$ cat config.mk
export PLATFORM = sky130hd
export DESIGN_NAME = dual_ptr_top
export DESIGN_NICKNAME = d
export VERILOG_FILES = /design/src/inc/dual_ptr_pkg.sv /design/src/inc/ptr_if.sv /design/src/design/dual_ptr_top.sv /design/src/design/ptr_bank.sv
export SDC_FILE = /design/constraint.sdc
export NUM_CORES = 1
export LEC_CHECK = 0
export ABC_AREA = 1
export BUFFER_PORTS_ARGS = -buffer_cell sky130_fd_sc_hd__clkbuf_2
export CORE_UTILIZATION = 30
export CTS_BUF_LIST = sky130_fd_sc_hd__clkbuf_4 sky130_fd_sc_hd__clkbuf_8
export CTS_CLUSTER_SIZE = 25
export DETAILED_ROUTE_END_ITERATION = 7
export GPL_TIMING_DRIVEN = 1
export PLACE_DENSITY = 0.5
export SLEW_MARGIN = 30
export SYNTH_ARGS = -nofsm -noshare
export SYNTH_HDL_FRONTEND = slang
export SYNTH_SLANG_ARGS = --single-unit
$ cat constraint.sdc
create_clock -name i_clk -period 4.5 [get_ports i_clk]
set_clock_uncertainty 0.1 [all_clocks]
set_input_delay 0.9 -clock i_clk [delete_from_list [all_inputs] [get_ports i_clk]]
set_output_delay 0.9 -clock i_clk [all_outputs]
set_load 0.005 [all_outputs]
$ cat src/inc/dual_ptr_pkg.sv
// Constants, register map and types for the dual data pointer block.
// Assumes a 32-bit AXI4-Lite register bus with 12-bit byte addresses.
// How it works
// [RL1] Two separate 16-bit pointers exist and the selected one drives the external data address.
// [RL2] Bit 0 of the auxiliary register selects pointer zero when clear and pointer one when set.
// [RL3] Bit 2 reads as zero and ignores writes, so an increment only flips the select bit.
// [RL4] With bit 5 set the boot ROM appears in code space F800h to 0FFFFh, otherwise it is gone.
// [RL5] Bit 3 is a free software flag that steers nothing else.
// [RL6] Software keeps reserved bits 7, 6, 4 and 1 at zero, and their read value means nothing.
// [RL7] Reset clears the select bit and bit 2 and loads the boot map bit from the boot fuse.
// [RL8] Incrementing the auxiliary register flips the select bit instead of forcing a value.
// [RL9] Pointer loads and increments touch only the selected pointer.
package dual_ptr_pkg;
  localparam int ADDR_W = 12;
  localparam int PTR_W  = 16;

  localparam logic [7:0]        AUX_INDEX = 8'ha2;
  localparam logic [ADDR_W-1:0] AUX_ADDR  = {2'h0, AUX_INDEX, 2'h0};
  localparam logic [ADDR_W-1:0] PTR0_ADDR = 12'h290;
  localparam logic [ADDR_W-1:0] PTR1_ADDR = 12'h294;
  localparam logic [ADDR_W-1:0] CMD_ADDR  = 12'h298;

  localparam int SEL_BIT  = 0;
  localparam int ZERO_BIT = 2;
  localparam int FLAG_BIT = 3;
  localparam int BOOT_BIT = 5;

  localparam int CMD_INC_AUX  = 0;
  localparam int CMD_INC_PTR  = 1;
  localparam int CMD_LOAD_PTR = 2;
  localparam int LOAD_LSB     = 16;

  localparam logic [PTR_W-1:0] BOOT_BASE      = 16'hf800;
  localparam logic [1:0]       FUSE_WAIT_INIT = 2'h3;
  localparam logic [1:0]       RESP_OKAY      = 2'h0;
  localparam logic [1:0]       RESP_SLVERR    = 2'h2;
  localparam logic [7:0]       AUX_STEP       = 8'h01;
  localparam logic [PTR_W-1:0] PTR_STEP       = 16'h0001;

  typedef enum logic [2:0] {
    REG_NONE,
    REG_AUX,
    REG_PTR0,
    REG_PTR1,
    REG_CMD
  } reg_e;
endpackage : dual_ptr_pkg

$ cat src/inc/ptr_if.sv
// Carrier between the register logic and the pointer bank.
// Assumes both ends run on the same clock.
interface ptr_if;
  import dual_ptr_pkg::*;
  logic             sel;
  logic             load;
  logic             inc;
  logic [PTR_W-1:0] value;
  logic [PTR_W-1:0] ptr0;
  logic [PTR_W-1:0] ptr1;

  modport bank (input sel, input load, input inc, input value, output ptr0, output ptr1);
  modport ctrl (output sel, output load, output inc, output value, input ptr0, input ptr1);
endinterface : ptr_if

$ cat src/design/dual_ptr_top.sv
// Auxiliary control register and dual pointer select behind an AXI4-Lite slave.
// Assumes a master with one write and one read outstanding; fuse is an async pin.
//
// Added by the designer: the AXI4-Lite interface to the registers.
module dual_ptr_top (
  // Clock, reset, enable
  input  wire logic                              i_clk,
  input  wire logic                              i_reset,
  input  wire logic                              i_ce,
  // AXI4-Lite write
  input  wire logic [dual_ptr_pkg::ADDR_W-1:0]   i_axi_awaddr,
  input  wire logic                              i_axi_awvalid,
  output      logic                              o_axi_awready,
  input  wire logic [31:0]                       i_axi_wdata,
  input  wire logic [3:0]                        i_axi_wstrb,
  input  wire logic                              i_axi_wvalid,
  output      logic                              o_axi_wready,
  output      logic [1:0]                        o_axi_bresp,
  output      logic                              o_axi_bvalid,
  input  wire logic                              i_axi_bready,
  // AXI4-Lite read
  input  wire logic [dual_ptr_pkg::ADDR_W-1:0]   i_axi_araddr,
  input  wire logic                              i_axi_arvalid,
  output      logic                              o_axi_arready,
  output      logic [31:0]                       o_axi_rdata,
  output      logic [1:0]                        o_axi_rresp,
  output      logic                              o_axi_rvalid,
  input  wire logic                              i_axi_rready,
  // Fuse and code space
  input  wire logic                              i_boot_jump_fuse,
  input  wire logic [dual_ptr_pkg::PTR_W-1:0]    i_code_addr,
  // Status outputs
  output      logic [dual_ptr_pkg::PTR_W-1:0]    o_ext_addr,
  output      logic                              o_boot_rom_sel,
  output      logic                              o_pointer_select,
  output      logic                              o_boot_map_enable
);
  import dual_ptr_pkg::*;

  typedef struct packed {
    logic              aw_got;
    logic [ADDR_W-1:0] aw_addr;
    logic              w_got;
    logic [31:0]       w_data;
    logic [3:0]        w_strb;
    logic              awready;
    logic              wready;
    logic              bvalid;
    logic [1:0]        bresp;
    logic              arready;
    logic              rvalid;
    logic [31:0]       rdata;
    logic [1:0]        rresp;
    logic              sel;
    logic              flag;
    logic              boot_en;
    logic              fuse_s1;
    logic              fuse_s2;
    logic [1:0]        fuse_wait;
    logic [PTR_W-1:0]  ext_addr;
    logic              boot_sel;
  } state_s;

  state_s           st;
  state_s           next_st;
  logic             wr_aux;
  logic             wr_cmd;
  logic             aux_fire;
  logic             cmd_fire;
  logic             inc_aux_fire;
  logic             boot_hit;
  logic [7:0]       aux_now;
  logic [7:0]       aux_inc;
  logic [PTR_W-1:0] active_ptr;
  reg_e             wr_id;
  reg_e             rd_id;

  ptr_if pbus ();

  function automatic reg_e decode(input logic [ADDR_W-1:0] addr);
    logic [ADDR_W-1:0] word;
    word = {addr[ADDR_W-1:2], 2'h0};
    if (word == AUX_ADDR) return REG_AUX;
    else if (word == PTR0_ADDR) return REG_PTR0;
    else if (word == PTR1_ADDR) return REG_PTR1;
    else if (word == CMD_ADDR) return REG_CMD;
    else return REG_NONE;
  endfunction : decode

  // [RL3] Bit 2 and reserved bits read as zero
  function automatic logic [7:0] aux_byte(input logic sel, input logic flag, input logic boot);
    logic [7:0] v;
    v = 8'h00;
    v[SEL_BIT]  = sel;
    v[FLAG_BIT] = flag;
    v[BOOT_BIT] = boot;
    v[ZERO_BIT] = 1'b0;
    return v;
  endfunction : aux_byte

  assign aux_now    = aux_byte(st.sel, st.flag, st.boot_en);
  assign aux_inc    = aux_now + AUX_STEP;
  // [RL2] Select bit picks the pointer
  assign active_ptr = st.sel ? pbus.ptr1 : pbus.ptr0;
  assign boot_hit   = st.boot_en && (i_code_addr >= BOOT_BASE);
  assign wr_id      = decode(st.aw_addr);
  assign rd_id      = decode(i_axi_araddr);

  always_comb begin
    next_st = st;
    wr_aux  = 1'b0;
    wr_cmd  = 1'b0;
    // Fuse pin crosses in on two flops
    next_st.fuse_s1 = i_boot_jump_fuse;
    next_st.fuse_s2 = st.fuse_s1;
    if (st.fuse_wait != 2'h0) next_st.fuse_wait = st.fuse_wait - 2'h1;
    // [RL1] Selected pointer drives the address
    next_st.ext_addr = active_ptr;
    // [RL4] Boot ROM window decode
    next_st.boot_sel = boot_hit;

    if (i_axi_awvalid && st.awready) begin
      next_st.aw_got  = 1'b1;
      next_st.aw_addr = i_axi_awaddr;
    end
    if (i_axi_wvalid && st.wready) begin
      next_st.w_got  = 1'b1;
      next_st.w_data = i_axi_wdata;
      next_st.w_strb = i_axi_wstrb;
    end
    if (st.bvalid && i_axi_bready) next_st.bvalid = 1'b0;
    if (st.aw_got && st.w_got && !st.bvalid) begin
      next_st.aw_got = 1'b0;
      next_st.w_got  = 1'b0;
      next_st.bvalid = 1'b1;
      next_st.bresp  = (wr_id == REG_NONE) ? RESP_SLVERR : RESP_OKAY;
      // Pointer registers are read only; loads go through the command word
      if (wr_id == REG_AUX && st.w_strb[0]) wr_aux = 1'b1;
      else if (wr_id == REG_CMD && st.w_strb[0]) wr_cmd = 1'b1;
    end
    next_st.awready = !next_st.aw_got;
    next_st.wready  = !next_st.w_got;

    if (st.arready && i_axi_arvalid) begin
      next_st.rvalid = 1'b1;
      next_st.rresp  = RESP_OKAY;
      if (rd_id == REG_AUX) next_st.rdata = {24'h00_0000, aux_now};
      else if (rd_id == REG_PTR0) next_st.rdata = {16'h0000, pbus.ptr0};
      else if (rd_id == REG_PTR1) next_st.rdata = {16'h0000, pbus.ptr1};
      else if (rd_id == REG_CMD) next_st.rdata = 32'h0000_0000;
      else begin
        next_st.rdata = 32'h0000_0000;
        next_st.rresp = RESP_SLVERR;
      end
    end else if (st.rvalid && i_axi_rready) begin
      next_st.rvalid = 1'b0;
    end
    next_st.arready = !next_st.rvalid;

    // [RL5] Flag is plain storage
    if (wr_aux) begin
      next_st.sel     = st.w_data[SEL_BIT];
      next_st.flag    = st.w_data[FLAG_BIT];
      next_st.boot_en = st.w_data[BOOT_BIT];
    end
    // [RL8] Increment flips select via true add
    if (wr_cmd && st.w_data[CMD_INC_AUX]) begin
      next_st.sel     = aux_inc[SEL_BIT];
      next_st.flag    = aux_inc[FLAG_BIT];
      next_st.boot_en = aux_inc[BOOT_BIT];
    end
    // [RL7] Boot map bit from the fuse once synced
    if (st.fuse_wait == 2'h1) next_st.boot_en = st.fuse_s2;
  end

  assign aux_fire     = wr_aux && i_ce;
  assign cmd_fire     = wr_cmd && i_ce;
  assign inc_aux_fire = cmd_fire && st.w_data[CMD_INC_AUX];

  // Pointer operations use the select value before any toggle in the same command
  assign pbus.sel   = st.sel;
  assign pbus.load  = cmd_fire && st.w_data[CMD_LOAD_PTR];
  assign pbus.inc   = cmd_fire && st.w_data[CMD_INC_PTR] && !st.w_data[CMD_LOAD_PTR];
  assign pbus.value = st.w_data[LOAD_LSB +: PTR_W];

  ptr_bank #(
    .WIDTH (PTR_W)
  ) u_bank (
    .i_clk   (i_clk),
    .i_reset (i_reset),
    .bus     (pbus)
  );

  // [RL7] Reset clears select; fuse load follows
  always_ff @(posedge i_clk) begin
    if (i_reset) begin
      st           <= '0;
      st.awready   <= 1'b1;
      st.wready    <= 1'b1;
      st.arready   <= 1'b1;
      st.fuse_wait <= FUSE_WAIT_INIT;
    end else if (i_ce) begin
      st <= next_st;
    end
  end

  assign o_axi_awready     = st.awready;
  assign o_axi_wready      = st.wready;
  assign o_axi_bresp       = st.bresp;
  assign o_axi_bvalid      = st.bvalid;
  assign o_axi_arready     = st.arready;
  assign o_axi_rdata       = st.rdata;
  assign o_axi_rresp       = st.rresp;
  assign o_axi_rvalid      = st.rvalid;
  assign o_ext_addr        = st.ext_addr;
  assign o_boot_rom_sel    = st.boot_sel;
  assign o_pointer_select  = st.sel;
  assign o_boot_map_enable = st.boot_en;

  a_ext_addr_follow: assert property (@(posedge i_clk) disable iff (i_reset) // [RL1]
    i_ce |=> (o_ext_addr == $past(active_ptr)))
    else $error("external address is not the selected pointer");

  a_sel_from_write: assert property (@(posedge i_clk) disable iff (i_reset) // [RL2]
    (aux_fire && st.fuse_wait != 2'h1) |=> (o_pointer_select == $past(st.w_data[SEL_BIT])))
    else $error("select bit did not take the written value");

  a_inc_keeps_flag: assert property (@(posedge i_clk) disable iff (i_reset) // [RL3]
    inc_aux_fire |=> ($stable(st.flag) && (o_axi_rdata[ZERO_BIT] == 1'b0 || !o_axi_rvalid
                      || $past(rd_id) != REG_AUX)))
    else $error("increment carried into the user flag");

  a_boot_window: assert property (@(posedge i_clk) disable iff (i_reset) // [RL4]
    i_ce |=> (o_boot_rom_sel == ($past(st.boot_en) && ($past(i_code_addr) >= BOOT_BASE))))
    else $error("boot ROM window decode wrong");

  a_flag_stores: assert property (@(posedge i_clk) disable iff (i_reset) // [RL5]
    aux_fire |=> (st.flag == $past(st.w_data[FLAG_BIT])))
    else $error("user flag did not store the written value");

  a_reset_select: assert property (@(posedge i_clk) // [RL7]
    $past(i_reset) && !i_reset |-> (!o_pointer_select && st.fuse_wait == FUSE_WAIT_INIT))
    else $error("select bit not clear after reset");

  a_fuse_capture: assert property (@(posedge i_clk) disable iff (i_reset) // [RL7]
    (i_ce && st.fuse_wait == 2'h1) |=> (o_boot_map_enable == $past(st.fuse_s2)))
    else $error("boot map bit not loaded from the fuse");

  a_inc_toggles: assert property (@(posedge i_clk) disable iff (i_reset) // [RL8]
    (inc_aux_fire && st.fuse_wait != 2'h1) |=> (o_pointer_select != $past(st.sel)))
    else $error("increment did not toggle the select bit");
endmodule : dual_ptr_top

$ cat src/design/ptr_bank.sv
// Two data pointers, changed only through the selected one.
// Assumes load and inc are already gated by the clock enable.
module ptr_bank #(
  parameter int WIDTH = 16
) (
  // Clock and reset
  input  wire logic i_clk,
  input  wire logic i_reset,
  // Pointer control
  ptr_if.bank       bus
);
  import dual_ptr_pkg::*;

  typedef struct packed {
    logic [PTR_W-1:0] ptr0;
    logic [PTR_W-1:0] ptr1;
  } state_s;

  state_s st;
  state_s next_st;

  if (WIDTH != PTR_W) begin : g_width_check
    $error("ptr_bank WIDTH must equal the carrier pointer width");
  end

  always_comb begin
    next_st = st;
    // [RL9] Selected pointer only
    if (bus.load) begin
      if (bus.sel) next_st.ptr1 = bus.value;
      else next_st.ptr0 = bus.value;
    end else if (bus.inc) begin
      if (bus.sel) next_st.ptr1 = st.ptr1 + PTR_STEP;
      else next_st.ptr0 = st.ptr0 + PTR_STEP;
    end
  end

  // [RL1] Two independent registers
  always_ff @(posedge i_clk) begin
    if (i_reset) st <= '0;
    else st <= next_st;
  end

  assign bus.ptr0 = st.ptr0;
  assign bus.ptr1 = st.ptr1;

  a_unsel_ptr_hold: assert property (@(posedge i_clk) disable iff (i_reset) // [RL9]
    (bus.load || bus.inc) |=> (($past(bus.sel) ? st.ptr0 : st.ptr1) ==
                                ($past(bus.sel) ? $past(st.ptr0) : $past(st.ptr1))))
    else $error("unselected pointer changed");

  a_load_lands: assert property (@(posedge i_clk) disable iff (i_reset) // [RL1]
    (bus.load && !bus.sel) |=> (st.ptr0 == $past(bus.value)))
    else $error("pointer zero did not take the load value");
endmodule : ptr_bank

* Word level (Yosys, flattened, before mapping)
Index checks and enable logic that the tools add are counted.
Cells by class: reductions and logical operators 36, eq/ne operators 19, magnitude comparators 1, multiplexer cells 39, add/subtract/negate cells 4
Operator list (number):
- 16-bit two-way mux | 8
- 10-bit by 8-bit == test with 1-bit output (second input constant) | 8
- 32-bit two-way mux | 2
- 37-bit two-way mux | 1
- 3-bit two-way mux | 11
- 16-bit by 1-bit adder with 16-bit output (second input constant) | 2
- 16-bit greater-or-equal comparator (second input constant) | 1
- 2-bit AND reduction | 8
- 1-bit logical AND | 15
- 13-bit two-way mux | 1
- 1-bit two-way mux | 11
- 2-bit two-way mux | 5
- 2-bit != test (second input constant) | 4
- 2-bit nonzero test | 4
- 6-bit by 1-bit adder with 6-bit output (second input constant) | 1
- 3-bit by 1-bit == test with 1-bit output (second input constant) | 2
- 3-bit by 2-bit == test with 1-bit output (second input constant) | 2
- 3-bit == test (second input constant) | 2
- 3-bit AND reduction | 2
- 1-bit zero test | 5
- 3-bit zero test | 1
- 3-bit nonzero test | 1
- 2-bit by 1-bit == test with 1-bit output (second input constant) | 1
- 2-bit by 1-bit subtractor with 2-bit output (second input constant) | 1
Word-level totals: bits of input ports 85, output and inout port bits 60, logic and storage cells 122, flip-flop bits (word level) 147

* Longest topological paths before layout
Gate-level depths: netlist of the first run.
depth after elaboration 15, depth in mapped cells 11, gate-level depth less buffers 10

* Modules after synthesis
A second synthesis of the first run with hierarchy kept.
Unflattened totals: cell total of the unflattened synthesis 902, area, all modules 6184.7 µm²
By module, submodules not included:
- dual_ptr_top | area each 4100.2 µm², sequential area each 1621.6 µm², times used 1, cells an instance 568
- ptr_bank | area each 2084.5 µm², sequential area each 640.6 µm², times used 1, cells an instance 334

* Worst setup path after synthesis of the first run
Ideal clock, no wire load.
kind input-to-reg, from input i_axi_araddr[6] in the netlist's numbering, to register st (netlist bit o_axi_rdata[6]), path slack 2399 ps, cell stages on the path 8, data required time 4330 ps, setup time 70 ps, data arrival time 1931 ps, buffers on the path 1, path through nor2_1 nand3_2 nor3_2 buf_2 nand3_1 nand2_1 nand2_1 a21oi_1
On the way: word-level cells in the longest chain between the ends 9, elaborated cells between the ends (all ways) 14, those cells by class 7 x eq/ne; 7 x mux
RTL lines:
- start: declaration | line dual_ptr_top.sv:22 | input wire logic [dual_ptr_pkg::ADDR_W-1:0] i_axi_araddr,
- 10-bit by 8-bit == test with 1-bit output | line dual_ptr_top.sv:86 | else if (word == CMD_ADDR) return REG_CMD;
- 3-bit two-way mux | line dual_ptr_top.sv:86
- 3-bit two-way mux | line dual_ptr_top.sv:85 | else if (word == PTR1_ADDR) return REG_PTR1;
- 3-bit two-way mux | line dual_ptr_top.sv:84 | else if (word == PTR0_ADDR) return REG_PTR0;
- 3-bit two-way mux * | line dual_ptr_top.sv:83 | if (word == AUX_ADDR) return REG_AUX;
- 3-bit by 2-bit == test with 1-bit output | line dual_ptr_top.sv:149 | else if (rd_id == REG_PTR1) next_st.rdata = {16'h0000, pbus.ptr1};
- 16-bit two-way mux | line dual_ptr_top.sv:149
- 16-bit two-way mux | line dual_ptr_top.sv:148 | else if (rd_id == REG_PTR0) next_st.rdata = {16'h0000, pbus.ptr0};
- 16-bit two-way mux * | line dual_ptr_top.sv:147 | if (rd_id == REG_AUX) next_st.rdata = {24'h00_0000, aux_now};
- end signal: assignment | line dual_ptr_top.sv:203 | st <= next_st;
- end: declaration | line dual_ptr_top.sv:64 | state_s st;
Mark *: on every way between the ends. The rest lies on a longest branch, timed or not. A chain may end at the register's enable or synchronous reset.

* Worst setup path after layout of the first run
from register st (netlist bit o_pointer_select), to register u_bank.st (netlist bit u_bank.bus.ptr1[13])
On the way: word-level cells in the longest chain between the ends 2, elaborated cells between the ends (all ways) 3, those cells by class 2 x eq/ne; 1 x reduce/logical
RTL lines:
- 2-bit != test (no line)
- 3-bit AND reduction (no line) *
- end signal: assignment | line ptr_bank.sv:41 | else st <= next_st;
- end: declaration | line ptr_bank.sv:19 | state_s st;
Marks and branches as above.

==> results of run 1 <==
-- layout by cell type, fill, tap and decap left out, types with 2 or more instances in the layout --
cell type	synthesis	routed
o311ai_0	2	2
nor2_2	2	2
o21ai_0	41	41
ha_1	4	4
clkinv_2	0	3
clkinvlp_4	0	2
nand2_1	274	274
nor2_1	119	119
o211ai_1	17	17
nand3_1	80	80
nand3_2	2	2
nand4_1	34	34
buf_4	55	12
clkbuf_2	0	97
inv_6	0	3
dfxtp_1	113	113
clkinv_4	0	5
a21oi_1	72	72
nor3_1	7	7
conb_1	1	18
xor2_1	15	15
bufinv_16	0	2
inv_1	103	102
clkbuf_8	0	17
-- synth_stat cells --
master	n
clkbuf_1	29
buf_6	1
ha_1	4
clkinv_1	1
xor2_1	15
nor3_2	2
o311ai_0	2
nand2_1	274
dfxtp_1	113
nand3b_1	1
nand4_1	34
buf_2	11
nor2_1	119
a211oi_1	1
nand4_4	1
o211ai_1	17
a31oi_1	1
a21oi_1	72
or2_2	1
inv_1	103
nand3_1	80
conb_1	1
nand3_2	2
buf_1	5
o21ai_0	41
nor2_2	2
nor3_1	7
buf_4	55
-- worst reg2reg max path, stage by stage (launching register included) --
cell,delay (ns)
dfxtp_1,0.71
clkinv_1,0.89
nor2_1,0.67
nand2_1,0.18
nor2_1,0.13
nor2_1,0.04
-- cell type report --
class	count	share of cell area, %
clock buffer	17	3.26
clock inverter	15	2.23
inverter	104	5.44
multi-input combinational	694	44.5
sequential	113	31.5
tap	270	4.71
timing repair buffer	110	8.30
-- power breakdown --
group	internal (mW)	switching, mW	leakage [nW]
Sequential	1.03	0.0213	0.920
Clock	0.496	0.485	0.197
Combinational	0.0619	0.112	2.36
-- layer usage --
metal	vias up	routed length (µm)
li1	3213	-
met1	2706	9030
met2	170	8140
met3	16	1000
met4	0	209
met5	-	0
-- kinds of logic (layout without fill, tap and decap cells) --
kind of cell / Yosys count / count (layout) / share of synthesized area, %
other: 1 / 18 / 0.0588
adders and majority gates: 4 / 4 / 0.784
xor gates and xnor gates: 15 / 15 / 2.06
buffers and inverters: 205 / 246 / 15.6
DFF: 113 / 113 / 35.5
and+or+nand+nor: 523 / 523 / 34.7
AOI/OAI and AO/OA: 134 / 134 / 11.4
-- path summary, 6_finish.rpt --
check	cells after the start	start	slack, ns	to
worst min-delay path	2	st[111]$_SDFFE_PP0P_	0.36	st[111]$_SDFFE_PP0P_
worst max register to register	5	o_pointer_select$_SDFFE_PP0P_	1.69	u_bank.bus.ptr1[13]$_SDFFE_PP0P_
worst min register to register	2	st[111]$_SDFFE_PP0P_	0.36	st[111]$_SDFFE_PP0P_
worst max-delay path	5	o_pointer_select$_SDFFE_PP0P_	1.69	u_bank.bus.ptr1[13]$_SDFFE_PP0P_
-- through the flow --
step           util [%]  setup WS [ns]  cells  cell area [µm²]
6_report           34.9           1.69   1323             7180
2_1_floorplan         -           2.40   1012             6440
5_1_grt            34.9           1.46   1323             7180
3_5_place_dp       33.0           1.55   1291             6780
4_1_cts            34.9           2.03   1323             7180
3_3_place_gp       32.9           1.60   1291             6770
-- registers in the layout (all words and copies together), names as in the netlist, 16 cells and up --
name / flops
pbus.value: 16
o_ext_addr: 16
u_bank.bus.ptr0: 16
st: 21
u_bank.bus.ptr1: 16
o_axi_rdata: 16
==> flow_summary.html, run 1 <==
<table>
<tr><th>Metric</th><th>Value</th></tr>
<tr><th colspan="2">Run status</th></tr>
<tr><td>Outcome</td><td>finished clean</td></tr>
<tr><th colspan="2">Synth</th></tr>
<tr><td>Distinct cells, synth</td><td>28</td></tr>
<tr><td>Synth area leaders</td><td>dfxtp_1 (35%), nand2_1 (16%), nor2_1 (7.0%)</td></tr>
<tr><td>Netlist area before placement</td><td>0.00638 mm²</td></tr>
<tr><td>Average size of a mapped cell</td><td>6.41 µm²</td></tr>
<tr><td>Gate count of the mapped netlist</td><td>995</td></tr>
<tr><td>Fraction of post-synthesis cell area in the top cell type by area</td><td>35.5%</td></tr>
<tr><td>Largest area contributor in the synthesized netlist</td><td>dfxtp_1</td></tr>
<tr><td>Yosys reg bits</td><td>113</td></tr>
<tr><td>Portion of the post-synthesis area used by sequential elements</td><td>35.5%</td></tr>
<tr><td>Warning count from the yosys run</td><td>0</td></tr>
<tr><th colspan="2">Worst setup path</th></tr>
<tr><td>Cell seen most often among critical-path stages</td><td>nor2_1</td></tr>
<tr><td>Combined buffer and inverter count along the critical path</td><td>1</td></tr>
<tr><td>CP Class</td><td>flip-flop to flip-flop</td></tr>
<tr><td>Data required time at the worst endpoint</td><td>4.75 ns</td></tr>
<tr><td>Arrival @ worst endpoint</td><td>3.06 ns</td></tr>
<tr><td>Kind of start point of the critical path</td><td>flip-flop</td></tr>
<tr><td>Cell Chain, Critical Path</td><td>clkinv_1, nor2_1, nand2_1, nor2_1, nor2_1</td></tr>
<tr><td>Cell at the slowest stage of the critical path</td><td>clkinv_1</td></tr>
<tr><td>CP max stage delay</td><td>0.88 ns</td></tr>
<tr><td>Crit path max-delay family</td><td>simple AND/OR/NAND/NOR gates</td></tr>
<tr><td>Maximum fanout count along the critical path</td><td>34</td></tr>
<tr><td>Endpoint kind of the worst setup timing path</td><td>flip-flop</td></tr>
<tr><th colspan="2">Global routing</th></tr>
<tr><td>Met3 Usage GRT</td><td>3.49%</td></tr>
<tr><td>Remaining Overflow, GRT</td><td>0</td></tr>
<tr><td>First-pass GRT wire length</td><td>29.2 mm</td></tr>
<tr><td>Global-route met1 utilization</td><td>24.2%</td></tr>
<tr><td>Pin count of the biggest net entering global routing</td><td>43</td></tr>
<tr><td>Via count of the first global-routing pass</td><td>5391</td></tr>
<tr><td>Met2 Track Usage GR</td><td>26.6%</td></tr>
<tr><td>Most Crowded Layer GR</td><td>met2</td></tr>
<tr><td>Number of antenna violations at the first check in global routing</td><td>0</td></tr>
<tr><td>Combined global-route utilization of all metal layers</td><td>17.3%</td></tr>
<tr><th colspan="2">Power and ir drop</th></tr>
<tr><td>Worst vdd rail ir drop</td><td>0.173 mV</td></tr>
<tr><td>Total power per unit cell area</td><td>308 mW/mm²</td></tr>
<tr><td>Leak Pwr</td><td>3.47 nW</td></tr>
<tr><td>Total power consumption of the routed design</td><td>2.21 mW</td></tr>
<tr><th colspan="2">STA</th></tr>
<tr><td>Pins over their slew limit</td><td>0</td></tr>
<tr><td>Min Tclk post-route</td><td>2.81 ns</td></tr>
<tr><td>Final clock period utilization by the worst path</td><td>62.5%</td></tr>
<tr><td>Max_slew headroom</td><td>40.3%</td></tr>
<tr><td>Setup_tns</td><td>0 ns</td></tr>
<tr><td>Number of hold violations in the final report</td><td>0</td></tr>
<tr><td>Setup-violating endpoint count in the final report</td><td>0</td></tr>
<tr><td>Transition at the pin with the smallest max-transition slack</td><td>0.893 ns</td></tr>
<tr><td>RSZ-0062 raised after global routing</td><td>false</td></tr>
<tr><td>Hold slack</td><td>0.357 ns</td></tr>
<tr><td>Peak Freq</td><td>0.356 GHz</td></tr>
<tr><th colspan="2">Clocking</th></tr>
<tr><td>Buffers inserted during post-CTS setup optimization</td><td>0</td></tr>
<tr><td>Number of buffers between clock root and the deepest sink</td><td>2</td></tr>
<tr><td>Post-CTS Hold Fix Bufs</td><td>0</td></tr>
<tr><td>Clock insertion delay at the later pin of the skew report</td><td>0.46 ns</td></tr>
<tr><td>Post-cts gate resize count</td><td>0</td></tr>
<tr><td>TritonCTS clock tree</td><td>yes</td></tr>
<tr><td>Sink count of the clock tree</td><td>113</td></tr>
<tr><td>CTS H-tree lvls</td><td>4</td></tr>
<tr><td>Inserted Clock Buffers</td><td>17</td></tr>
<tr><td>Clock root buffer master</td><td>clkbuf_8</td></tr>
<tr><td>Clock transition at the registers of the reported paths</td><td>0.08 ns</td></tr>
<tr><th colspan="2">Route</th></tr>
<tr><td>DR DRC count</td><td>0</td></tr>
<tr><td>Routed wire length</td><td>18.4 mm</td></tr>
<tr><td>Antenna-violating nets left</td><td>0</td></tr>
<tr><td>Violation count after the first detailed-route iteration</td><td>362</td></tr>
<tr><td>Post-detailed-route wirelength per cell</td><td>13.9 µm</td></tr>
<tr><td>Vias per Instance</td><td>4.61</td></tr>
<tr><td>Via Count</td><td>6105</td></tr>
<tr><td>Number of search-and-repair iterations in the first detailed-routing pass</td><td>5</td></tr>
<tr><th colspan="2">Flow run</th></tr>
<tr><td>Max-cap check violation count</td><td>0</td></tr>
<tr><th colspan="2">Finish</th></tr>
<tr><td>FILL cells</td><td>2312</td></tr>
<tr><td>Layout cell share with drive strength beyond 1</td><td>14.4%</td></tr>
<tr><td>Count of inserted antenna diode cells</td><td>0</td></tr>
<tr><td>Sequential cell area</td><td>0.00226 mm²</td></tr>
<tr><td>Final #Nets</td><td>1129</td></tr>
<tr><td>Area growth from synthesis to layout</td><td>12.5%</td></tr>
<tr><td>Total area of multi-input combinational cells</td><td>0.00320 mm²</td></tr>
<tr><th colspan="2">Place</th></tr>
<tr><td>IO Port Bufs</td><td>97</td></tr>
<tr><td>Total half-perimeter wirelength after legalization and detailed placement</td><td>13.4 mm</td></tr>
<tr><td>Routability-driven placement congestion ratio</td><td>0.837</td></tr>
<tr><th colspan="2">Floorplan</th></tr>
<tr><td>Total die area</td><td>0.0219 mm²</td></tr>
<tr><td>Die H</td><td>148 µm</td></tr>
<tr><td>Number of top-level pins</td><td>145</td></tr>
<tr><td>Starting density of the core</td><td>31.0%</td></tr>
<tr><td>Floorplan core area</td><td>0.0206 mm²</td></tr>
<tr><td>Chip width</td><td>148 µm</td></tr>
<tr><td>Row count</td><td>52</td></tr>
<tr><th colspan="2">Hold path</th></tr>
<tr><td>Min-delay worst type</td><td>flip-flop to flip-flop</td></tr>
</table>
Power figures use the tool's default switching activity.
==> inputs of run 2 (changes only) <==
==> constraint.sdc (replaced) <==
create_clock -name i_clk -period 2.6 [get_ports i_clk]
set_clock_uncertainty 0.1 [all_clocks]
set_input_delay 0.52 -clock i_clk [delete_from_list [all_inputs] [get_ports i_clk]]
set_output_delay 0.52 -clock i_clk [all_outputs]
set_load 0.005 [all_outputs]
==> run 2 against run 1 <==
Compared with the run above:
- final cell count rose by 0.91%
- die area did not move
- sequential cell count is the same
- critical path depth grew 2
- sequential power rose by 73%
- sequential share of layout area is 0.43 points lower
- clock power up 75%
- worst setup slack worse by 1.1 ns
==> flow_summary.html, run 2 (synthesis gave the netlist of run 1 again) <==
<table>
<tr><th>Metric</th><th>Value</th></tr>
<tr><th colspan="2">Route</th></tr>
<tr><td>Vias per Instance</td><td>4.65 (was 4.61)</td></tr>
<tr><td>DR DRC count</td><td>0 (unchanged)</td></tr>
<tr><td>Violation count after the first detailed-route iteration</td><td>411 (was 362)</td></tr>
<tr><td>Number of search-and-repair iterations in the first detailed-routing pass</td><td>5 (unchanged)</td></tr>
<tr><td>Antenna-violating nets left</td><td>0 (unchanged)</td></tr>
<tr><td>Routed wire length</td><td>18.7 mm (was 18.4 mm)</td></tr>
<tr><td>Via Count</td><td>6202 (was 6105)</td></tr>
<tr><td>Post-detailed-route wirelength per cell</td><td>14.0 µm (was 13.9 µm)</td></tr>
<tr><th colspan="2">Clocking</th></tr>
<tr><td>CTS H-tree lvls</td><td>4 (unchanged)</td></tr>
<tr><td>Buffers inserted during post-CTS setup optimization</td><td>0 (unchanged)</td></tr>
<tr><td>Clock insertion delay at the later pin of the skew report</td><td>0.44 ns (was 0.46 ns)</td></tr>
<tr><td>Post-cts gate resize count</td><td>0 (unchanged)</td></tr>
<tr><td>Post-CTS Hold Fix Bufs</td><td>0 (unchanged)</td></tr>
<tr><td>Sink count of the clock tree</td><td>113 (unchanged)</td></tr>
<tr><td>Inserted Clock Buffers</td><td>17 (unchanged)</td></tr>
<tr><td>Clock transition at the registers of the reported paths</td><td>0.08 ns (about the same)</td></tr>
<tr><td>Number of buffers between clock root and the deepest sink</td><td>2 (unchanged)</td></tr>
<tr><td>Clock root buffer master</td><td>clkbuf_8 (unchanged)</td></tr>
<tr><td>TritonCTS clock tree</td><td>yes (unchanged)</td></tr>
<tr><th colspan="2">Run status</th></tr>
<tr><td>Outcome</td><td>finished clean (unchanged)</td></tr>
<tr><th colspan="2">Worst setup path</th></tr>
<tr><td>Kind of start point of the critical path</td><td>flip-flop (unchanged)</td></tr>
<tr><td>Endpoint kind of the worst setup timing path</td><td>flip-flop (unchanged)</td></tr>
<tr><td>CP Class</td><td>flip-flop to flip-flop (unchanged)</td></tr>
<tr><td>Cell Chain, Critical Path</td><td>nand4_1, nor3_2, buf_4, nand4_4, nand2_1, nand2_1, nor2_1 (was clkinv_1, nor2_1, nand2_1, nor2_1, nor2_1)</td></tr>
<tr><td>Cell seen most often among critical-path stages</td><td>nand2_1 (was nor2_1)</td></tr>
<tr><td>Cell at the slowest stage of the critical path</td><td>dfxtp_1 (was clkinv_1)</td></tr>
<tr><td>CP max stage delay</td><td>0.39 ns (was 0.88 ns)</td></tr>
<tr><td>Arrival @ worst endpoint</td><td>2.29 ns (was 3.06 ns)</td></tr>
<tr><td>Maximum fanout count along the critical path</td><td>26 (was 34)</td></tr>
<tr><td>Data required time at the worst endpoint</td><td>2.88 ns (was 4.75 ns)</td></tr>
<tr><th colspan="2">Global routing</th></tr>
<tr><td>Combined global-route utilization of all metal layers</td><td>17.5% (was 17.3%)</td></tr>
<tr><td>First-pass GRT wire length</td><td>29.3 mm (was 29.2 mm)</td></tr>
<tr><td>Number of antenna violations at the first check in global routing</td><td>0 (unchanged)</td></tr>
<tr><td>Remaining Overflow, GRT</td><td>0 (unchanged)</td></tr>
<tr><td>Via count of the first global-routing pass</td><td>5389 (was 5391)</td></tr>
<tr><td>Pin count of the biggest net entering global routing</td><td>40 (was 43)</td></tr>
<tr><th colspan="2">Place</th></tr>
<tr><td>Routability-driven placement congestion ratio</td><td>0.853 (was 0.837)</td></tr>
<tr><td>Total half-perimeter wirelength after legalization and detailed placement</td><td>13.7 mm (was 13.4 mm)</td></tr>
<tr><td>IO Port Bufs</td><td>97 (unchanged)</td></tr>
<tr><td>Area after detailed placement</td><td>0.00687 mm² (was 0.00678 mm²)</td></tr>
<tr><th colspan="2">Finish</th></tr>
<tr><td>Number of flip-flops in the largest register</td><td>21 (unchanged)</td></tr>
<tr><td>Register with the most flip-flops</td><td>st (unchanged)</td></tr>
<tr><td>FILL cells</td><td>2311 (was 2312)</td></tr>
<tr><td>Count of inserted antenna diode cells</td><td>0 (unchanged)</td></tr>
<tr><td>Area growth from synthesis to layout</td><td>14.1% (was 12.5%)</td></tr>
<tr><td>Most frequent standard cell in the layout excluding fill and tap cells</td><td>nand2_1 (unchanged)</td></tr>
<tr><td>Layout cell share with drive strength beyond 1</td><td>15.3% (was 14.4%)</td></tr>
<tr><td>Area of all placed cells without fillers</td><td>0.00728 mm² (was 0.00718 mm²)</td></tr>
<tr><td>Final #Nets</td><td>1141 (was 1129)</td></tr>
<tr><td>Commonest cells after routing, fill and taps aside</td><td>nand2_1 (274), nor2_1 (119), dfxtp_1 (113) (unchanged)</td></tr>
<tr><th colspan="2">STA</th></tr>
<tr><td>Transition at the pin with the smallest max-transition slack</td><td>0.594 ns (was 0.893 ns)</td></tr>
<tr><td>RSZ-0062 raised after global routing</td><td>false (unchanged)</td></tr>
<tr><td>Peak Freq</td><td>0.498 GHz (was 0.356 GHz)</td></tr>
<tr><td>Max_slew headroom</td><td>60.3% (was 40.3%)</td></tr>
<tr><td>Final clock period utilization by the worst path</td><td>77.2% (was 62.5%)</td></tr>
<tr><td>Min Tclk post-route</td><td>2.01 ns (was 2.81 ns)</td></tr>
<tr><td>Setup_tns</td><td>0 ns (unchanged)</td></tr>
<tr><td>Setup-violating endpoint count in the final report</td><td>0 (unchanged)</td></tr>
<tr><td>Hold slack</td><td>0.198 ns (was 0.357 ns)</td></tr>
<tr><td>Number of hold violations in the final report</td><td>0 (unchanged)</td></tr>
<tr><td>Pins over their slew limit</td><td>0 (unchanged)</td></tr>
<tr><th colspan="2">Power and ir drop</th></tr>
<tr><td>Leak Pwr</td><td>3.53 nW (was 3.47 nW)</td></tr>
<tr><td>Total power per unit cell area</td><td>529 mW/mm² (was 308 mW/mm²)</td></tr>
<tr><td>Worst vdd rail ir drop</td><td>0.275 mV (was 0.173 mV)</td></tr>
<tr><th colspan="2">Floorplan</th></tr>
<tr><td>Starting density of the core</td><td>31.0% (unchanged)</td></tr>
<tr><td>Total die area</td><td>0.0219 mm² (unchanged)</td></tr>
<tr><td>Die H</td><td>148 µm (unchanged)</td></tr>
<tr><td>Number of top-level pins</td><td>145 (unchanged)</td></tr>
<tr><td>Floorplan core area</td><td>0.0206 mm² (unchanged)</td></tr>
<tr><td>Row count</td><td>52 (unchanged)</td></tr>
<tr><td>Chip width</td><td>148 µm (unchanged)</td></tr>
<tr><th colspan="2">Flow run</th></tr>
<tr><td>Max-cap check violation count</td><td>0 (unchanged)</td></tr>
<tr><th colspan="2">Hold path</th></tr>
<tr><td>Min-delay worst type</td><td>primary input to flip-flop (was flip-flop to flip-flop)</td></tr>
</table>
-- run 2: cell count changes in the layout (fill, tap and decap cells not counted), sizes merged --
| cell | before | now |
|---|---|---|
| buf | 13 | 25 |
| inv | 106 | 107 |
| clkinv | 9 | 5 |
| clkinvlp | 2 | 4 |
| clkbuf | 114 | 115 |
-- run 2: path summary, 6_finish.rpt --
kind | startpoint | end | slack, ns | cells after the start
worst max-delay path | st[101]$_SDFFE_PP0P_ | u_bank.bus.ptr1[15]$_SDFFE_PP0P_ | 0.59 | 7
worst min-delay path | i_boot_jump_fuse | next_st[19]$_SDFFE_PP0P_ | 0.20 | 3
worst max register to register | st[101]$_SDFFE_PP0P_ | u_bank.bus.ptr1[15]$_SDFFE_PP0P_ | 0.59 | 7
worst min register to register | st[70]$_SDFFE_PP0P_ | st[70]$_SDFFE_PP0P_ | 0.35 | 2
-- run 2: worst max-delay path, delay by kind of cell (launching register included) --
kind / cells / cell delay, ns
simple gates: 6 / 1.17
flops: 1 / 0.39
buf+inv: 1 / 0.27
-- run 2: through the flow --
stage          worst slack, ns  util, %  instances  total power, mW
2_1_floorplan            0.879        -       1012             2.07
3_3_place_gp             0.501     33.4       1303             2.17
3_5_place_dp             0.462     33.4       1303             2.17
6_report                 0.592     35.4       1335             3.85
4_1_cts                  0.564     35.4       1335             3.90
5_1_grt                  0.361     35.4       1335             4.03
-- run 2: report_power, final --
part	internal [mW]	total, mW	switching [mW]	leakage, nW
Sequential	1.78	1.82	0.0320	0.920
Clock	0.888	1.72	0.833	0.192
Combinational	0.115	0.314	0.199	2.42
-- run 2: final cells by class --
| cell class | count | area (µm²) | area share, % |
|---|---|---|---|
| tap | 270 | 338 | 4.64 |
| sequential | 113 | 2260 | 31.1 |
| clock inverter | 14 | 156 | 2.15 |
| inverter | 104 | 390 | 5.36 |
| timing repair buffer | 122 | 698 | 9.59 |
| clock buffer | 18 | 248 | 3.40 |
| multi-input combinational | 694 | 3180 | 43.8 |
-- run 2: layer usage --
metal | share of wire [%] | global-route usage, % | up-vias
li1 | - | - | 3243
met5 | 0 | 0 | -
met3 | 4.8 | 3.86 | 17
met2 | 44 | 26.9 | 155
met1 | 50 | 24.2 | 2787
met4 | 1.6 | 5.72 | 0
==> inputs of run 3 (changes only) <==
--- a/config.mk
+++ b/config.mk
@@ -12,7 +12,7 @@
 export CTS_CLUSTER_SIZE = 25
 export DETAILED_ROUTE_END_ITERATION = 7
 export GPL_TIMING_DRIVEN = 1
-export PLACE_DENSITY = 0.5
+export PLACE_DENSITY = 0.52
 export SLEW_MARGIN = 30
 export SYNTH_ARGS = -nofsm -noshare
 export SYNTH_HDL_FRONTEND = slang
==> constraint.sdc (replaced) <==
create_clock -name i_clk -period 1.7 [get_ports i_clk]
set_clock_uncertainty 0.1 [all_clocks]
set_input_delay 0.34 -clock i_clk [delete_from_list [all_inputs] [get_ports i_clk]]
set_output_delay 0.34 -clock i_clk [all_outputs]
set_load 0.005 [all_outputs]
==> run 3 against run 2 <==
Compared with the run above:
- the run now ends with negative setup slack left
- sequential power rose by 53%
- final area rose by 6.9%
- final cell count rose by 3.2%
- fmax rose by 17%
- count of clock-buffer cells in the layout fell by 1
- core utilization rose by 2.5 points
- sequential cell count did not move
- critical path type unchanged
- critical endpoint is now u_bank.bus.ptr1[3]$_SDFFE_PP0P_
- largest cell class unchanged
- highest routed layer unchanged
==> flow_summary.html, run 3 (synthesis gave the netlist of run 1 again) <==
<table>
<tr><th>Metric</th><th>Value</th></tr>
<tr><th colspan="2">Clocking</th></tr>
<tr><td>TritonCTS clock tree</td><td>yes (unchanged)</td></tr>
<tr><td>Clock transition at the registers of the reported paths</td><td>0.08 ns (about the same)</td></tr>
<tr><td>CTS H-tree lvls</td><td>4 (unchanged)</td></tr>
<tr><td>Inserted Clock Buffers</td><td>17 (unchanged)</td></tr>
<tr><td>Clock insertion delay at the later pin of the skew report</td><td>0.46 ns (was 0.44 ns)</td></tr>
<tr><td>Sink count of the clock tree</td><td>113 (unchanged)</td></tr>
<tr><td>Clock root buffer master</td><td>clkbuf_8 (unchanged)</td></tr>
<tr><td>Number of buffers between clock root and the deepest sink</td><td>2 (unchanged)</td></tr>
<tr><th colspan="2">Floorplan</th></tr>
<tr><td>Total die area</td><td>0.0219 mm² (unchanged)</td></tr>
<tr><td>Number of top-level pins</td><td>145 (unchanged)</td></tr>
<tr><td>Chip width</td><td>148 µm (unchanged)</td></tr>
<tr><td>Floorplan core area</td><td>0.0206 mm² (unchanged)</td></tr>
<tr><td>Row count</td><td>52 (unchanged)</td></tr>
<tr><td>Starting density of the core</td><td>31.0% (unchanged)</td></tr>
<tr><td>Die H</td><td>148 µm (unchanged)</td></tr>
<tr><th colspan="2">Global routing</th></tr>
<tr><td>Pin count of the biggest net entering global routing</td><td>43 (was 40)</td></tr>
<tr><td>Remaining Overflow, GRT</td><td>0 (unchanged)</td></tr>
<tr><td>Combined global-route utilization of all metal layers</td><td>17.7% (was 17.5%)</td></tr>
<tr><td>First-pass GRT wire length</td><td>30.1 mm (was 29.3 mm)</td></tr>
<tr><td>Via count of the first global-routing pass</td><td>5836 (was 5389)</td></tr>
<tr><td>Number of antenna violations at the first check in global routing</td><td>0 (unchanged)</td></tr>
<tr><th colspan="2">Route</th></tr>
<tr><td>Routed wire length on met2</td><td>8.28 mm (was 8.22 mm)</td></tr>
<tr><td>Number of search-and-repair iterations in the first detailed-routing pass</td><td>5 (unchanged)</td></tr>
<tr><td>Wl on met1</td><td>8.98 mm (was 9.26 mm)</td></tr>
<tr><td>Antenna-violating nets left</td><td>0 (unchanged)</td></tr>
<tr><td>DR DRC count</td><td>0 (unchanged)</td></tr>
<tr><td>Routed length on met3</td><td>925 µm (was 896 µm)</td></tr>
<tr><td>Via Count</td><td>6242 (was 6202)</td></tr>
<tr><td>Uppermost signal routing layer after detailed routing</td><td>met4 (unchanged)</td></tr>
<tr><td>Violation count after the first detailed-route iteration</td><td>315 (was 411)</td></tr>
<tr><td>Post-detailed-route wirelength per cell</td><td>13.5 µm (was 14.0 µm)</td></tr>
<tr><td>Vias per Instance</td><td>4.53 (was 4.65)</td></tr>
<tr><td>Routed wire length</td><td>18.6 mm (was 18.7 mm)</td></tr>
<tr><th colspan="2">STA</th></tr>
<tr><td>Number of hold violations in the final report</td><td>0 (unchanged)</td></tr>
<tr><td>Final clock period utilization by the worst path</td><td>101% (was 77.2%)</td></tr>
<tr><td>RSZ-0062 raised after global routing</td><td>true (was false)</td></tr>
<tr><td>Transition at the pin with the smallest max-transition slack</td><td>0.503 ns (was 0.594 ns)</td></tr>
<tr><td>Setup-violating endpoint count in the final report</td><td>1 (was 0)</td></tr>
<tr><td>Min Tclk post-route</td><td>1.71 ns (was 2.01 ns)</td></tr>
<tr><td>Max_slew headroom</td><td>66.4% (was 60.3%)</td></tr>
<tr><td>Fin worst setup slack</td><td>-0.0121 ns (was 0.592 ns)</td></tr>
<tr><td>Setup_tns</td><td>-0.0121 ns (was 0 ns)</td></tr>
<tr><td>Pins over their slew limit</td><td>0 (unchanged)</td></tr>
<tr><td>Peak Freq</td><td>0.584 GHz (was 0.498 GHz)</td></tr>
<tr><th colspan="2">Worst setup path</th></tr>
<tr><td>CP Class</td><td>flip-flop to flip-flop (unchanged)</td></tr>
<tr><td>Endpoint kind of the worst setup timing path</td><td>flip-flop (unchanged)</td></tr>
<tr><td>Data required time at the worst endpoint</td><td>1.98 ns (was 2.88 ns)</td></tr>
<tr><td>Maximum fanout count along the critical path</td><td>8 (was 26)</td></tr>
<tr><td>Kind of start point of the critical path</td><td>flip-flop (unchanged)</td></tr>
<tr><td>Arrival @ worst endpoint</td><td>2.00 ns (was 2.29 ns)</td></tr>
<tr><th colspan="2">Finish</th></tr>
<tr><td>Post-route non-filler standard cell count</td><td>1378 (was 1335)</td></tr>
<tr><td>Final #Nets</td><td>1184 (was 1141)</td></tr>
<tr><td>Count of inserted antenna diode cells</td><td>0 (unchanged)</td></tr>
<tr><td>Number of flip-flops in the largest register</td><td>21 (unchanged)</td></tr>
<tr><td>Area of all placed cells without fillers</td><td>0.00778 mm² (was 0.00728 mm²)</td></tr>
<tr><td>FILL cells</td><td>2292 (was 2311)</td></tr>
<tr><td>Commonest cells after routing, fill and taps aside</td><td>nand2_1 (273), nor2_1 (114), dfxtp_1 (106) (was nand2_1 (274), nor2_1 (119), dfxtp_1 (113))</td></tr>
<tr><td>Total area of multi-input combinational cells</td><td>0.00324 mm² (was 0.00318 mm²)</td></tr>
<tr><td>Sequential cell area</td><td>0.00227 mm² (was 0.00226 mm²)</td></tr>
<tr><td>Most frequent standard cell in the layout excluding fill and tap cells</td><td>nand2_1 (unchanged)</td></tr>
<tr><td>Register with the most flip-flops</td><td>st (unchanged)</td></tr>
<tr><td>Area growth from synthesis to layout</td><td>22.0% (was 14.1%)</td></tr>
<tr><td>Layout cell share with drive strength beyond 1</td><td>20.3% (was 15.3%)</td></tr>
<tr><th colspan="2">Place</th></tr>
<tr><td>Total half-perimeter wirelength after legalization and detailed placement</td><td>13.9 mm (was 13.7 mm)</td></tr>
<tr><td>Minimum setup slack after placement</td><td>-0.0423 ns (was 0.462 ns)</td></tr>
<tr><td>Routability-driven placement congestion ratio</td><td>0.882 (was 0.853)</td></tr>
<tr><td>Instance count after placement with tap cells included</td><td>1342 (was 1303)</td></tr>
<tr><td>IO Port Bufs</td><td>97 (unchanged)</td></tr>
<tr><td>Area after detailed placement</td><td>0.00727 mm² (was 0.00687 mm²)</td></tr>
<tr><th colspan="2">Power and ir drop</th></tr>
<tr><td>Total power per unit cell area</td><td>758 mW/mm² (was 529 mW/mm²)</td></tr>
<tr><td>Total power consumption of the routed design</td><td>5.90 mW (was 3.85 mW)</td></tr>
<tr><td>Seq pwr share</td><td>47.2% (about the same)</td></tr>
<tr><td>Leak Pwr</td><td>3.79 nW (was 3.53 nW)</td></tr>
<tr><td>Cell internal pwr</td><td>4.25 mW (was 2.79 mW)</td></tr>
<tr><td>Combinational power share</td><td>8.9% (was 8.2%)</td></tr>
<tr><td>Switching power of the nets</td><td>1.65 mW (was 1.06 mW)</td></tr>
<tr><td>Clock share of power</td><td>43.9% (was 44.7%)</td></tr>
<tr><td>Switching portion of total power</td><td>27.9% (was 27.6%)</td></tr>
<tr><td>Worst vdd rail ir drop</td><td>0.474 mV (was 0.275 mV)</td></tr>
<tr><th colspan="2">Hold path</th></tr>
<tr><td>Min-delay worst type</td><td>primary input to flip-flop (unchanged)</td></tr>
<tr><th colspan="2">Run status</th></tr>
<tr><td>Outcome</td><td>complete, but fails checks (was finished clean)</td></tr>
<tr><td>Violations in the final reports</td><td>negative setup slack</td></tr>
<tr><th colspan="2">Flow run</th></tr>
<tr><td>Max-cap check violation count</td><td>0 (unchanged)</td></tr>
</table>
-- run 3: cell types whose count changed in the layout (fill, tap and decap cells not counted), sizes merged --
| cell | previous run | this run |
|---|---|---|
| buf | 25 | 66 |
| clkinv | 5 | 6 |
| dlygate4sd3 | 0 | 1 |
-- run 3: final timing paths --
path / slack (ns) / end / startpoint / cells after the start
worst max register to register: -0.01 / u_bank.bus.ptr1[3]$_SDFFE_PP0P_ / st[106]$_SDFFE_PP0P_ / 10
worst max-delay path: -0.01 / u_bank.bus.ptr1[3]$_SDFFE_PP0P_ / st[106]$_SDFFE_PP0P_ / 10
worst min-delay path: 0.03 / st[113]$_SDFFE_PP0P_ / i_axi_awaddr[11] / 3
worst min register to register: 0.36 / st[70]$_SDFFE_PP0P_ / st[70]$_SDFFE_PP0P_ / 2
-- run 3: critical path, stage by stage (launching register included) --
cell and delay (ns):
dfxtp_2 0.34, inv_2 0.05, nor2_4 0.11, nand2_2 0.07, nor3_2 0.17, buf_4 0.19
buf_6 0.13, nand4_1 0.22, nand2_1 0.12, nor2_1 0.04, nor2_1 0.09
-- run 3: routing by layer --
metal  up-vias  GRT usage, %
li1       3325             -
met1      2733          23.5
met2       158          28.5
met3        26          3.33
met4         0          6.49
met5         -             0
-- run 3: power groups by stage --
stage / registers [mW] / clock network, mW / logic [mW]
final: 2.78 / 2.59 / 0.528
after global routing: 2.79 / 2.78 / 0.596
after CTS: 2.78 / 2.65 / 0.518
after detailed placement: 2.84 / 0 / 0.512
after global placement: 2.84 / 0 / 0.510
after floorplan: 2.83 / 0 / 0.339
-- run 3: cell type report --
cell class | instances | area share (%)
clock inverter | 15 | 2.07
sequential | 113 | 29.2
inverter | 104 | 5.02
clock buffer | 17 | 3.01
tap | 270 | 4.34
multi-input combinational | 694 | 41.6
timing repair buffer | 165 | 14.8
-- run 3: repair_timing --
action | CTS | global route
resized for setup | 3 | 25
hold buffers | 1 | 0
setup buffers | 0 | 2
pin swaps | 2 | 9
endpoints found under the hold margin | 1 | 0
cloned | 0 | 1
setup endpoints to repair | 31 | 33
-- run 3: metrics by stage --
| stage | hold slack [ns] | utilization, % |
|---|---|---|
| final | 0.0325 | 37.9 |
| after global routing | 0.0188 | 37.9 |
| after CTS | 0.00959 | 37.4 |
| after detailed placement | 0.353 | 35.3 |
| after global placement | 0.349 | 35.3 |
| after floorplan | 0.329 | - |
